===== src/hdl/tdc_map.vh =====
// constants for the transmit descriptor control word decoder
`ifndef TDC_MAP_VH
`define TDC_MAP_VH

// control word field positions
`define TDC_IRQ_REQ_BIT    31
`define TDC_FINAL_SEG_BIT  30
`define TDC_OPEN_SEG_BIT   29
`define TDC_FILT_HI_BIT    28
`define TDC_SETUP_BIT      27
`define TDC_NO_CRC_BIT     26
`define TDC_RING_WRAP_BIT  25
`define TDC_CHAIN_BIT      24
`define TDC_NO_PAD_BIT     23
`define TDC_FILT_LO_BIT    22
`define TDC_BUF2_HI        21
`define TDC_BUF2_LO        11
`define TDC_BUF1_HI        10
`define TDC_BUF1_LO        0

// shortest frame before padding, in bytes
`define TDC_MIN_FRAME      7'h40

// next descriptor address modes
`define TDC_NEXT_SEQ       2'h0
`define TDC_NEXT_CHAIN     2'h1
`define TDC_NEXT_RING      2'h2

// filter type codes
`define TDC_FILT_PERFECT   2'h0
`define TDC_FILT_HASH_ONE  2'h1
`define TDC_FILT_INVERSE   2'h2
`define TDC_FILT_HASH_ONLY 2'h3

// register byte offsets
`define TDC_REG_CTRL       8'h00
`define TDC_REG_STATUS     8'h04
`define TDC_REG_FILTER     8'h08
`define TDC_REG_LASTWORD   8'h0C
`define TDC_REG_FRAMELEN   8'h10

// register bits and reset values
`define TDC_CTRL_EN_BIT    0
`define TDC_CTRL_RESET     32'h00000001
`define TDC_STAT_TXINT_BIT 0

// bus responses
`define TDC_RESP_OKAY      2'h0
`define TDC_RESP_SLVERR    2'h2

`endif


===== src/hdl/tdc_desc_decode.v =====
// transmit descriptor control word decoder with axi4-lite registers
//
// The AXI4-Lite slave port and the register offsets were decided locally.
`include "tdc_map.vh"
`default_nettype none

module tdc_desc_decode #(
  parameter LW = 16
) (
  // clock and reset
  input  wire          ref_clk,
  input  wire          srst,
  // descriptor control word from the fetch engine
  input  wire          descValid,
  input  wire [31:0]   descWord,
  output reg           descReady,
  // completion of the frame in flight from the transmitter
  input  wire          txDone,
  // decoded descriptor, valid for one cycle
  output reg           decValid,
  output reg           buf1Use,
  output reg  [10:0]   buf1Len,
  output reg           buf2Use,
  output reg  [10:0]   buf2Len,
  output reg  [1:0]    nextMode,
  output reg           frameStart,
  output reg           frameEnd,
  output reg           setupFrame,
  // frame and filter results
  output wire          frameDone,
  output wire [6:0]    padBytes,
  output wire          crcAppend,
  output reg  [1:0]    filterType,
  output reg           filterLoad,
  output wire          txIntStatus,
  // axi4-lite slave
  input  wire [7:0]    s_axi_awaddr,
  input  wire          s_axi_awvalid,
  output reg           s_axi_awready,
  input  wire [31:0]   s_axi_wdata,
  input  wire [3:0]    s_axi_wstrb,
  input  wire          s_axi_wvalid,
  output reg           s_axi_wready,
  output reg  [1:0]    s_axi_bresp,
  output reg           s_axi_bvalid,
  input  wire          s_axi_bready,
  input  wire [7:0]    s_axi_araddr,
  input  wire          s_axi_arvalid,
  output reg           s_axi_arready,
  output reg  [31:0]   s_axi_rdata,
  output reg  [1:0]    s_axi_rresp,
  output reg           s_axi_rvalid,
  input  wire          s_axi_rready
);

  //--------------------------------------------------------------------
  // field extraction
  //--------------------------------------------------------------------
  wire        take;
  wire        completion_irq_req;
  wire        final_segment_flag;
  wire        opening_segment_flag;
  wire        filter_type_hi;
  wire        filter_type_lo;
  wire        setupFlag;
  wire        no_crc_append;
  wire        ring_wrap_flag;
  wire        chain_next_ptr;
  wire        no_pad_flag;
  wire [10:0] buf1_len;
  wire [10:0] buf2_len;
  wire [10:0] buf2Eff;
  wire [11:0] descLen;
  wire        honourIrq;
  wire        dataTake;

  assign take                 = descValid & descReady;
  assign completion_irq_req   = descWord[`TDC_IRQ_REQ_BIT];
  assign final_segment_flag   = descWord[`TDC_FINAL_SEG_BIT];
  assign opening_segment_flag = descWord[`TDC_OPEN_SEG_BIT];
  assign filter_type_hi       = descWord[`TDC_FILT_HI_BIT];
  assign filter_type_lo       = descWord[`TDC_FILT_LO_BIT];
  assign setupFlag            = descWord[`TDC_SETUP_BIT];
  assign no_crc_append        = descWord[`TDC_NO_CRC_BIT];
  assign ring_wrap_flag       = descWord[`TDC_RING_WRAP_BIT];
  assign chain_next_ptr       = descWord[`TDC_CHAIN_BIT];
  assign no_pad_flag          = descWord[`TDC_NO_PAD_BIT];
  assign buf1_len             = descWord[`TDC_BUF1_HI:`TDC_BUF1_LO];
  assign buf2_len             = descWord[`TDC_BUF2_HI:`TDC_BUF2_LO];

  // a chained second word is a pointer, never a buffer
  assign buf2Eff   = chain_next_ptr ? 11'h000 : buf2_len;
  assign descLen   = {1'b0, buf1_len} + {1'b0, buf2Eff};
  assign honourIrq = completion_irq_req & (final_segment_flag | setupFlag);
  // setup frames never enter the transmit frame accounting
  assign dataTake  = take & ~setupFlag;

  //--------------------------------------------------------------------
  // software visible state
  //--------------------------------------------------------------------
  reg  [31:0]   ctrlReg;
  reg  [31:0]   lastWord;
  reg           filterSeen;
  reg           irqPending;
  wire          decodeEn;
  wire          inFrame;
  wire [LW-1:0] frameLen;
  wire          statusClr;

  assign decodeEn = ctrlReg[`TDC_CTRL_EN_BIT];

  //--------------------------------------------------------------------
  // descriptor acceptance and decode
  //--------------------------------------------------------------------
  // one bubble after each word keeps ready a plain flop
  always @(posedge ref_clk) begin
    if (srst) begin
      descReady  <= 1'b0;
      decValid   <= 1'b0;
      buf1Use    <= 1'b0;
      buf1Len    <= 11'h000;
      buf2Use    <= 1'b0;
      buf2Len    <= 11'h000;
      nextMode   <= `TDC_NEXT_SEQ;
      frameStart <= 1'b0;
      frameEnd   <= 1'b0;
      setupFrame <= 1'b0;
      filterType <= `TDC_FILT_PERFECT;
      filterLoad <= 1'b0;
      filterSeen <= 1'b0;
      lastWord   <= 32'h00000000;
    end else begin
      descReady  <= decodeEn & ~take;
      decValid   <= take;
      filterLoad <= 1'b0;
      if (take) begin
        lastWord   <= descWord;
        buf1Use    <= (buf1_len != 11'h000);
        buf1Len    <= buf1_len;
        buf2Use    <= (buf2Eff != 11'h000);
        buf2Len    <= buf2Eff;
        frameStart <= opening_segment_flag & ~setupFlag;
        frameEnd   <= final_segment_flag & ~setupFlag;
        setupFrame <= setupFlag;
        // ring wrap is checked first so it wins over chaining
        if (ring_wrap_flag) begin
          nextMode <= `TDC_NEXT_RING;
        end else if (chain_next_ptr) begin
          nextMode <= `TDC_NEXT_CHAIN;
        end else begin
          nextMode <= `TDC_NEXT_SEQ;
        end
        if (setupFlag) begin
          filterType <= {filter_type_hi, filter_type_lo};
          filterLoad <= 1'b1;
          filterSeen <= 1'b1;
        end
      end
    end
  end

  //--------------------------------------------------------------------
  // completion interrupt
  //--------------------------------------------------------------------
  // pending request waits for the transmitter to finish the frame
  always @(posedge ref_clk) begin
    if (srst) begin
      irqPending <= 1'b0;
    end else if (take & honourIrq) begin
      irqPending <= 1'b1;
    end else if (txDone) begin
      irqPending <= 1'b0;
    end
  end

  tdc_sticky_flag u_txint (
    .ref_clk (ref_clk),
    .srst    (srst),
    .setEv   (txDone & irqPending),
    .clrEv   (statusClr),
    .flag    (txIntStatus)
  );

  //--------------------------------------------------------------------
  // frame tracking
  //--------------------------------------------------------------------
  tdc_frame_track #(
    .LW (LW)
  ) u_frame (
    .ref_clk   (ref_clk),
    .srst      (srst),
    .take      (dataTake),
    .openSeg   (opening_segment_flag),
    .finalSeg  (final_segment_flag),
    .noCrc     (no_crc_append),
    .noPad     (no_pad_flag),
    .descLen   (descLen),
    .inFrame   (inFrame),
    .frameLen  (frameLen),
    .frameDone (frameDone),
    .padBytes  (padBytes),
    .crcOn     (crcAppend)
  );

  //--------------------------------------------------------------------
  // axi4-lite write channel
  //--------------------------------------------------------------------
  reg  [7:0] awAddr;
  reg        awHeld;
  reg  [31:0] wData;
  reg  [3:0] wStrb;
  reg        wHeld;
  wire       doWrite;
  wire       wrMapped;
  wire [31:0] strbMask;

  assign doWrite  = awHeld & wHeld & ~s_axi_bvalid;
  assign wrMapped = (awAddr == `TDC_REG_CTRL) | (awAddr == `TDC_REG_STATUS);
  assign strbMask = {{8{wStrb[3]}}, {8{wStrb[2]}}, {8{wStrb[1]}}, {8{wStrb[0]}}};
  // status is write-one-to-clear on bit 0
  assign statusClr = doWrite & (awAddr == `TDC_REG_STATUS) & wStrb[0]
                     & wData[`TDC_STAT_TXINT_BIT];

  // address and data are caught separately, in either order
  always @(posedge ref_clk) begin
    if (srst) begin
      awAddr        <= 8'h00;
      awHeld        <= 1'b0;
      wData         <= 32'h00000000;
      wStrb         <= 4'h0;
      wHeld         <= 1'b0;
      s_axi_awready <= 1'b0;
      s_axi_wready  <= 1'b0;
      s_axi_bvalid  <= 1'b0;
      s_axi_bresp   <= `TDC_RESP_OKAY;
      ctrlReg       <= `TDC_CTRL_RESET;
    end else begin
      s_axi_awready <= ~awHeld & ~(s_axi_awvalid & s_axi_awready);
      s_axi_wready  <= ~wHeld & ~(s_axi_wvalid & s_axi_wready);
      if (s_axi_awvalid & s_axi_awready) begin
        awAddr <= s_axi_awaddr;
        awHeld <= 1'b1;
      end
      if (s_axi_wvalid & s_axi_wready) begin
        wData <= s_axi_wdata;
        wStrb <= s_axi_wstrb;
        wHeld <= 1'b1;
      end
      if (doWrite) begin
        awHeld       <= 1'b0;
        wHeld        <= 1'b0;
        s_axi_bvalid <= 1'b1;
        s_axi_bresp  <= wrMapped ? `TDC_RESP_OKAY : `TDC_RESP_SLVERR;
        if (awAddr == `TDC_REG_CTRL) begin
          ctrlReg <= (ctrlReg & ~strbMask) | (wData & strbMask & 32'h00000001);
        end
      end else if (s_axi_bvalid & s_axi_bready) begin
        s_axi_bvalid <= 1'b0;
      end
    end
  end

  //--------------------------------------------------------------------
  // axi4-lite read channel
  //--------------------------------------------------------------------
  reg [31:0] rdMux;
  reg        rdHit;

  // read data selection
  always @* begin
    rdMux = 32'h00000000;
    rdHit = 1'b1;
    case (s_axi_araddr)
      `TDC_REG_CTRL:     rdMux = ctrlReg;
      `TDC_REG_STATUS:   rdMux = {29'h00000000, inFrame, irqPending, txIntStatus};
      `TDC_REG_FILTER:   rdMux = {29'h00000000, filterSeen, filterType};
      `TDC_REG_LASTWORD: rdMux = lastWord;
      `TDC_REG_FRAMELEN: rdMux = {{(32-LW){1'b0}}, frameLen};
      default:           rdHit = 1'b0;
    endcase
  end

  // one read in flight; arready returns after the data is taken
  always @(posedge ref_clk) begin
    if (srst) begin
      s_axi_arready <= 1'b0;
      s_axi_rvalid  <= 1'b0;
      s_axi_rdata   <= 32'h00000000;
      s_axi_rresp   <= `TDC_RESP_OKAY;
    end else begin
      s_axi_arready <= ~s_axi_rvalid & ~(s_axi_arvalid & s_axi_arready);
      if (s_axi_arvalid & s_axi_arready) begin
        s_axi_rvalid <= 1'b1;
        s_axi_rdata  <= rdMux;
        s_axi_rresp  <= rdHit ? `TDC_RESP_OKAY : `TDC_RESP_SLVERR;
      end else if (s_axi_rvalid & s_axi_rready) begin
        s_axi_rvalid <= 1'b0;
        s_axi_arready <= 1'b1;
      end
    end
  end

endmodule // tdc_desc_decode

`default_nettype wire


===== src/hdl/tdc_sticky_flag.v =====
// sticky flag where a set in the clearing cycle wins
`default_nettype none

module tdc_sticky_flag (
  // clock and reset
  input  wire ref_clk,
  input  wire srst,
  // events
  input  wire setEv,
  input  wire clrEv,
  // state
  output reg  flag
);

  // set beats clear so an event never slips through
  always @(posedge ref_clk) begin
    if (srst) begin
      flag <= 1'b0;
    end else if (setEv) begin
      flag <= 1'b1;
    end else if (clrEv) begin
      flag <= 1'b0;
    end
  end

endmodule // tdc_sticky_flag

`default_nettype wire


===== src/hdl/tdc_frame_track.v =====
// per-frame length, padding and crc tracking across descriptors
`include "tdc_map.vh"
`default_nettype none

module tdc_frame_track #(
  parameter LW = 16
) (
  // clock and reset
  input  wire          ref_clk,
  input  wire          srst,
  // accepted data descriptor
  input  wire          take,
  input  wire          openSeg,
  input  wire          finalSeg,
  input  wire          noCrc,
  input  wire          noPad,
  input  wire [11:0]   descLen,
  // frame results
  output reg           inFrame,
  output reg  [LW-1:0] frameLen,
  output reg           frameDone,
  output reg  [6:0]    padBytes,
  output reg           crcOn
);

  reg           noCrcHeld;
  wire [LW-1:0] curLen;
  wire          crcOff;
  wire          padOn;

  // a frame restarts its byte count on every opening segment
  assign curLen = (openSeg ? {LW{1'b0}} : frameLen) + {{(LW-12){1'b0}}, descLen};
  assign crcOff = openSeg ? noCrc : noCrcHeld;
  assign padOn  = (curLen < {{(LW-7){1'b0}}, `TDC_MIN_FRAME}) & ~noPad;

  always @(posedge ref_clk) begin
    if (srst) begin
      inFrame   <= 1'b0;
      frameLen  <= {LW{1'b0}};
      frameDone <= 1'b0;
      padBytes  <= 7'h00;
      crcOn     <= 1'b1;
      noCrcHeld <= 1'b0;
    end else begin
      frameDone <= 1'b0;
      if (take) begin
        frameLen <= curLen;
        if (openSeg) begin
          noCrcHeld <= noCrc;
          inFrame   <= 1'b1;
        end
        if (finalSeg) begin
          inFrame   <= 1'b0;
          frameDone <= 1'b1;
          padBytes  <= padOn ? (`TDC_MIN_FRAME - curLen[6:0]) : 7'h00;
          crcOn     <= ~crcOff | padOn;
        end
      end
    end
  end

endmodule // tdc_frame_track

`default_nettype wire


===== config.mk =====
export PLATFORM = sky130hd
export DESIGN_NAME = tdc_desc_decode
export DESIGN_NICKNAME = d
export VERILOG_FILES = /design/src/hdl/tdc_desc_decode.v /design/src/hdl/tdc_sticky_flag.v /design/src/hdl/tdc_frame_track.v
export VERILOG_INCLUDE_DIRS = /design/src /design/src/hdl
export SDC_FILE = /design/constraint.sdc
export NUM_CORES = 1
export LEC_CHECK = 0
export BUFFER_PORTS_ARGS = -buffer_cell sky130_fd_sc_hd__buf_2
export CAP_MARGIN = 20
export CORE_AREA = 10 10 139 141
export DETAILED_ROUTE_END_ITERATION = 6
export DIE_AREA = 0 0 149 151
export PLACE_DENSITY_LB_ADDON = 0.1
export SLEW_MARGIN = 30
export SYNTH_ARGS = -nofsm -noshare
export SYNTH_HDL_FRONTEND = slang
export SYNTH_SLANG_ARGS = --single-unit
export TNS_END_PERCENT = 100

===== constraint.sdc =====
create_clock -name ref_clk -period 13.4 [get_ports ref_clk]
set_input_delay 2.68 -clock ref_clk [delete_from_list [all_inputs] [get_ports ref_clk]]
set_output_delay 2.68 -clock ref_clk [all_outputs]
set_load 0.05 [all_outputs]

# Yosys cells after proc, flatten, opt, wreduce, memory -nomap -nowiden
# Cells that the tools add are included.
# word_totals
in_bits	93
ff_bits	184
output_inout_bits	85
# op_classes
n_mux	24
bitwise	41
n_reduce_logical	17
n_eq_ne	5
n_addsub	3
magnitude_cmp	1
# op_table
operator	n
$pmux 32 s5	1
$and 32x32->32	1
$not 32->32	1
$or 32x1->32	1
$and 1x1->1	23
$reduce_bool 11->1	2
$mux 1	17
$add 16x12->16	1
$eq 8x3->1 const B	2
$eq 8x4->1 const B	2
$logic_not 8->1	2
$lt 16x7->1 const B	1
$mux 16	1
$add 11x11->12	1
$not 1->1	12
$mux 11	1
$reduce_bool 2->1	5
$eq 8x5->1 const B	1
$reduce_and 2->1	4
$mux 7	1
$sub 7x7->7 const A	1
$mux 2	3
$reduce_or 2->1	3
$reduce_or 5->1	1
$or 1x1->1	3

# Depth between registers and ports, before layout
# Gate-level depths: netlist of the first run.
# logic_depth
ltp_word	7
mapped_depth	15

# By module
# From an unflattened synthesis of the first run, not the netlist that was laid out.
# hier_totals
hier_cells	901
hier_area_um2	7832.5
# by_module_without_submodules
mod	n_inst	area_per_inst_um2	cells_each
tdc_desc_decode	1	5893.2	676
tdc_frame_track	1	1900.6	221
tdc_sticky_flag	1	38.8	4

# Worst setup path after synthesis of the first run
# No wires, ideal clock.
# synth_path
path_type	input port to flip-flop
start	in descWord[29]
end	reg u_frame.padBytes[2]
arrival_ns	6.175
n_path_buf	3
t_required_ns	13.315
cell_stages	13
setup_ns	0.085
setup_slack_ns	7.140
cell_sequence	buf_1 > clkbuf_1 > nor2b_1 > fa_1 > ha_1 > a211oi_2 > o21ai_2 > xor2_1 > or4_4 > nor4b_2 > or4b_1 > buf_6 > o31ai_2
# synth_between
elab_chain_cells	5
word_cells_on_any_way	6
# synth_lines
element	line_no	rtl
start, declared	tdc_desc_decode.v:15	input wire [31:0] descWord,
$mux 16 *	tdc_frame_track.v:32	assign curLen = (openSeg ? {LW{1'b0}} : frameLen) + {{(LW-12){1'b0}}, descLen};
$add 16x12->16 *	tdc_frame_track.v:32	
$lt 16x7->1	tdc_frame_track.v:34	assign padOn = (curLen < {{(LW-7){1'b0}}, `TDC_MIN_FRAME}) & ~noPad;
$and 1x1->1	tdc_frame_track.v:34	
$mux 7 *	tdc_frame_track.v:55	padBytes <= padOn ? (`TDC_MIN_FRAME - curLen[6:0]) : 7'h00;
end signal, assigned	tdc_frame_track.v:55	
end, declared	tdc_frame_track.v:22	output reg [6:0] padBytes,
# Mark *: on every way between the ends. The rest lies on a longest branch, timed or not.
# A chain may end at the register's enable or synchronous reset.

# Worst setup path after layout of the first run
# layout_path
start	in descWord[24]
end	reg u_frame.padBytes[2]
# layout_between
elab_chain_cells	6
word_cells_on_any_way	7
# layout_lines
element	line_no	rtl
$mux 11 *	tdc_desc_decode.v:92	assign buf2Eff = chain_next_ptr ? 11'h000 : buf2_len;
named net buf2Eff[2]	tdc_desc_decode.v:72	wire [10:0] buf2Eff;
$add 11x11->12 *	tdc_desc_decode.v:93	assign descLen = {1'b0, buf1_len} + {1'b0, buf2Eff};
$add 16x12->16 *	tdc_frame_track.v:32	
$lt 16x7->1	tdc_frame_track.v:34	
$and 1x1->1	tdc_frame_track.v:34	
$mux 7 *	tdc_frame_track.v:55	
# The timed path passes the listed nets; every way through them passes the cells marked *.

==> results_dict.tcl, run 1 <==
set metrics [dict create \
    synth_cells 875 \
    cp.arrival_ps 6690 \
    via_per_inst 5.23 \
    switching_share_pct 28.7 \
    critical_path_class "in -> reg" \
    critPathMaxFanout 9 \
    fin_crit_ps 6340 \
    stdcell_count 1215 \
    hp-start "u_frame.crcOn" \
    grt_use_total_pct 19.2 \
    grt.overflow.total 0 \
    routed_wl_um 21600 \
    io_pins 178 \
    antenna_found_initial 0 \
    power.share.clock_pct 41.7 \
    die_area_mm2 0.0225 \
    cts_setup_buffers 0 \
    numCtsBuffers 17 \
    start_util_pct 44.6 \
    fmax_mhz 158 \
    maxCapViolations 0 \
    start_kind "input pin" \
    grt_pass1_wl_um 34400 \
    startpoint "descWord[24]" \
    p_seq_share_pct 45.1 \
    grt_pass1_vias 6277 \
    routed-via-count 6354 \
    wire_per_inst_um 17.8 \
    fp.coreArea_mm2 0.0165 \
    grt_max_degree 69 \
    cts-root-buf "clkbuf_16" \
    yosysWarnings 0 \
    required_ps 13750 \
    worstReg2RegStart "u_frame.frameLen[1]" \
    syn_to_final_growth_pct 18.5 \
    final_cell_area_mm2 0.00869 \
    hold_viol 0 \
    placed_cell_area_mm2 0.00812 \
    dieHeight_um 151 \
    pwr-share-comb_pct 13.3 \
    cts_buffer_depth 2 \
    tightest_slew_ps 917 \
    holdBufCountCts 0 \
    synth_area_mm2 0.00734 \
    ys_seq_area_share_pct 46.1 \
    hpwlAfterDp_um 15200 \
    avgSynthCellArea_um2 8.38 \
    ant_nets 0 \
    synth.distinct_cells 61 \
    cts.sinks 169 \
    drt_pass1_iterations 6 \
    slew_viol_final 0 \
    gp_congestion 0.830 \
    internal_power_mw 0.830 \
    finalSetupTns_ps 0 \
    postSynth.asyncResetShare_pct 0 \
    finalSetupViolations 0 \
    fin_worst_skew_ps 9.02 \
    first_iter_violations 416 \
    crit_path_end_kind "flip-flop" \
    port_buffers 144 \
    pwr_density_cell_mw_per_mm2 134 \
    fin_crit_sh_pct 47.3 \
    postCtsResizedCells 0 \
    fill_cells 1678 \
    status "finished, final reports clean" \
    synth-edff-count 0 \
    worst_ir_drop_vdd_v 0.0000836 \
    layout-drive-gt1-share_pct 20.9 \
    placed_cells 1183 \
    ys_ff_latch 169 \
    core.rowCount 47 \
    p_leak_nw 3.57 \
    rsz0062_at_grt "no" \
    utilization_pct 52.8 \
    diodes 0 \
    ys.flop_type "dfxtp_1" \
    maxSlewHeadroom_pct 38.7 \
    p_switching_mw 0.333 \
    cts_tree "done" \
    clk_latency_ps 430 \
    nets 1099 \
    hp-class "reg -> reg" \
    hold_ws_ps 443 \
    drc 0 \
    cts.htree.levels 4 \
    die_x_um 149 \
    clk_pin_slew_worst_paths_ps 70 \
]
## area by class of cell
cell class | instances | area (um2) | area share, %
multi-input combinational | 622 | 3600 | 41.4
sequential | 169 | 3380 | 38.9
timing repair buffer | 153 | 791 | 9.09
clock buffer | 18 | 439 | 5.05
tap | 220 | 275 | 3.17
clock inverter | 14 | 139 | 1.60
inverter | 19 | 71.3 | 0.820
## kinds of logic after synthesis
family	synth area share, %
muxes	0.767
AOI/OAI and AO/OA	18.4
DFF	46.1
and+or+nand+nor	22.4
xor gates and xnor gates	1.79
other	0.0511
buffers and inverters	5.20
adders and majority gates	5.32
## cells in the mapped netlist (3+ instances only)
cell type / n / area [um2]
a21o_1: 6 / 45.0
a22o_1: 3 / 26.3
a211oi_1: 8 / 60.1
xor2_1: 6 / 52.6
mux2_2: 3 / 33.8
nor4_1: 5 / 31.3
nand2_1: 156 / 586
and2_1: 36 / 225
nor2b_1: 21 / 131
xnor2_1: 9 / 78.8
buf_1: 5 / 18.8
o211ai_1: 3 / 22.5
buf_4: 14 / 105
a21oi_1: 126 / 631
nor2_1: 99 / 372
nand4_1: 3 / 18.8
ha_1: 12 / 150
inv_1: 19 / 71.3
dfxtp_1: 169 / 3380
nand2b_1: 7 / 43.8
clkbuf_1: 44 / 165
o31ai_2: 6 / 75.1
nor3_1: 13 / 65.1
o21ai_1: 3 / 15.0
a22oi_1: 16 / 120
nand3_1: 13 / 65.1
a222oi_1: 15 / 150
o21ai_0: 6 / 30.0
fa_1: 12 / 240
## per-layer routing
layer	up-vias	wire (um)	track usage [%]
li1	3185	-	-
met1	2960	9810	24.3
met3	31	1520	5.37
met4	0	541	7.80
met2	178	9720	30.3
met5	-	0	0
## flip-flops by register name, summed over array words and instances, names as in the netlist, 2 cells and up, named ones only
register and count:
s_axi_rdata 32, ctrlReg 31, lastWord 22, u_frame.frameLen 16, buf2Len 11, buf1Len 10, awAddr 8, u_frame.padBytes 7
wStrb 4, filterType 2
## cell usage in the layout, fill, tap and decap left out, drive strengths merged, types with 7 or more instances in the layout
cell and instances:
o21ai 11, inv 24, nor2b 21, nand3 13
a22oi 16, nor2 99, ha 12, a211oi 9
nand2 156, a21oi 126, buf 153, dfxtp 169
a222oi 15, clkbuf 18, nor3 13, xnor2 9
and2 37, nand2b 7, fa 12
## per-stage QoR
step	setup WS, ps	power [mW]
6_report	7060	1.16
5_1_grt	6900	1.21
4_1_cts	7050	1.17
3_5_place_dp	6630	0.690
3_3_place_gp	6620	0.689
2_1_floorplan	7140	0.645
## critical path, stage by stage
cell and delay [ps]:
buf_2 170, nor2b_1 470, fa_1 560, ha_1 350, a211oi_2 280, o21ai_2 140, xor2_1 230, or4_4 520
nor4b_2 270, or4b_1 710, o31ai_2 310
## path summary, 6_finish.rpt
path                          to  slack, ps  cells after the start
max          u_frame.padBytes[2]       7060                     11
min                u_frame.crcOn        440                      2
max reg2reg  u_frame.padBytes[2]       9460                     11
min reg2reg        u_frame.crcOn        440                      2
## power groups by stage
stage          Combinational, mW  Clock [mW]  Sequential (mW)
2_1_floorplan             0.0963           0            0.549
3_3_place_gp               0.154           0            0.535
3_5_place_dp               0.155           0            0.535
4_1_cts                    0.155       0.492            0.524
5_1_grt                    0.170       0.514            0.526
6_report                   0.155       0.485            0.524
(Power assumes the default switching activity.)
==> run 2: changes to the inputs <==
- clock period: 13.4 -> 5.9 ns (I/O delays scaled with it)
==> results_dict.tcl, run 2 (synthesis results as in run 1) <==
set metrics [dict create \
    io_pins 178 \
    grt.overflow.total 0 \
    start_kind "input pin" \
    fin_worst_skew_ps 11.3 \
    largest_register "s_axi_rdata" \
    cts_tree "done" \
    routed-via-count 6379 \
    crit_path_end_kind "flip-flop" \
    maxCapViolations 0 \
    path_delay_family "simple AND/OR/NAND/NOR gates" \
    pwr_density_cell_mw_per_mm2 307 \
    grt_use_total_pct 19.1 \
    gp_congestion 0.865 \
    required_ps 6260 \
    critical_path_class "in -> reg" \
    pre_cts_ws_ps 690 \
    cts_setup_buffers 0 \
    reg_top3 "s_axi_rdata (32), ctrlReg (31), lastWord (22)" \
    clk_latency_ps 440 \
    port_buffers 144 \
    p_leak_nw 3.59 \
    wire_per_inst_um 17.8 \
    p_switching_mw 0.759 \
    internal_power_mw 1.92 \
    layout-drive-gt1-share_pct 21.0 \
    largest_reg_flops 32 \
    power_mw 2.68 \
    numCtsBuffers 17 \
    pwr-share-comb_pct 13.2 \
    layout_commonest_cell "dfxtp_1" \
    rsz0062_at_grt "no" \
    postCtsResizedCells 0 \
    p_seq_share_pct 44.5 \
    hold_ws_ps 448 \
    utilization_pct 52.9 \
    fp.coreArea_mm2 0.0165 \
    syn_to_final_growth_pct 18.8 \
    hpwlAfterDp_um 15100 \
    hp-class "reg -> reg" \
    via_per_inst 5.24 \
    tightest_slew_ps 964 \
    path_cells "buf_2 -> nor2b_1 -> fa_1 -> ha_1 -> o211ai_2 -> o21ai_2 -> xor2_1 -> or4_4 -> nor4b_2 -> or4b_1 -> o31ai_2" \
    die_area_mm2 0.0225 \
    cts-root-buf "clkbuf_16" \
    maxSlewHeadroom_pct 35.5 \
    fin_crit_ps 4740 \
    routed_wl_um 21700 \
    fin_crit_sh_pct 80.4 \
    critPathMaxFanout 9 \
    first_iter_violations 353 \
    hold_viol 0 \
    antenna_found_initial 0 \
    grt_pass1_wl_um 34200 \
    grt_pass1_vias 6271 \
    ant_nets 0 \
    cp.arrival_ps 5100 \
    critical_path_buf_inv_count 1 \
    power.share.clock_pct 42.3 \
    crit_path_top_delay_cell "or4b_1" \
    clk_pin_slew_worst_paths_ps 70 \
    finalSetupViolations 0 \
    die_x_um 149 \
    timing.final.ws_setup_ps 1160 \
    cpPeakStageDelay_ps 710 \
    worst_ir_drop_vdd_v 0.000220 \
    fmax_mhz 211 \
    cts.sinks 169 \
    switching_share_pct 28.4 \
    holdBufCountCts 0 \
    drt_pass1_iterations 5 \
    dieHeight_um 151 \
    cts_buffer_depth 2 \
    core.rowCount 47 \
    grt_max_degree 82 \
    nets 1101 \
    finalSetupTns_ps 0 \
    drc 0 \
    cts.htree.levels 4 \
    slew_viol_final 0 \
    status "finished, final reports clean" \
    diodes 0 \
    start_util_pct 44.6 \
    final_cell_mix "dfxtp_1, nand2_1, buf_2, a21oi_1, nor2_1" \
]
## run 2: stage by stage
| stage | instances | cell area, um2 |
|---|---|---|
| 2_1_floorplan | 876 | 7340 |
| 3_3_place_gp | 1185 | 8130 |
| 3_5_place_dp | 1185 | 8130 |
| 4_1_cts | 1217 | 8720 |
| 5_1_grt | 1217 | 8720 |
| 6_report | 1217 | 8720 |
## run 2: power by group through the flow
stage / Combinational (mW) / Sequential [mW] / Clock (mW)
4_1_cts: 0.353 / 1.19 / 1.15
5_1_grt: 0.387 / 1.19 / 1.19
2_1_floorplan: 0.219 / 1.25 / 0
3_3_place_gp: 0.350 / 1.22 / 0
6_report: 0.353 / 1.19 / 1.13
3_5_place_dp: 0.352 / 1.22 / 0
## run 2: final cells by class
cell class                 instances  area, um2
clock buffer                      18        429
clock inverter                    14        159
multi-input combinational        622       3590
inverter                          19       71.3
fill                            1673       7750
tap                              220        275
timing repair buffer             155        806
sequential                       169       3380
## run 2: routing by layer
layer | share of wire [%] | track usage [%] | wire length (um) | vias up
met4 | 1.0 | 5.64 | 225 | 0
met5 | 0 | 0 | 0 | -
met1 | 46 | 24.0 | 10100 | 2974
li1 | - | - | - | 3193
met3 | 7.0 | 5.43 | 1520 | 20
met2 | 46 | 31.2 | 9920 | 192
## run 2: final timing paths
path,depth (start not counted),endpoint,start,slack (ps)
hold reg to reg,2,u_frame.padBytes[1],u_frame.padBytes[1],450
hold / removal,2,u_frame.padBytes[1],u_frame.padBytes[1],450
setup reg to reg,11,u_frame.padBytes[5],u_frame.frameLen[1],1950
setup / recovery,11,u_frame.padBytes[5],descWord[24],1160
## run 2: worst register-to-register path: cells and delay by family (launching register included)
kind / cells / cell delay, ps
adders and majority gates: 3 / 1130
AOI/OAI and AO/OA: 4 / 1170
and+or+nand+nor: 4 / 1220
DFF: 1 / 360
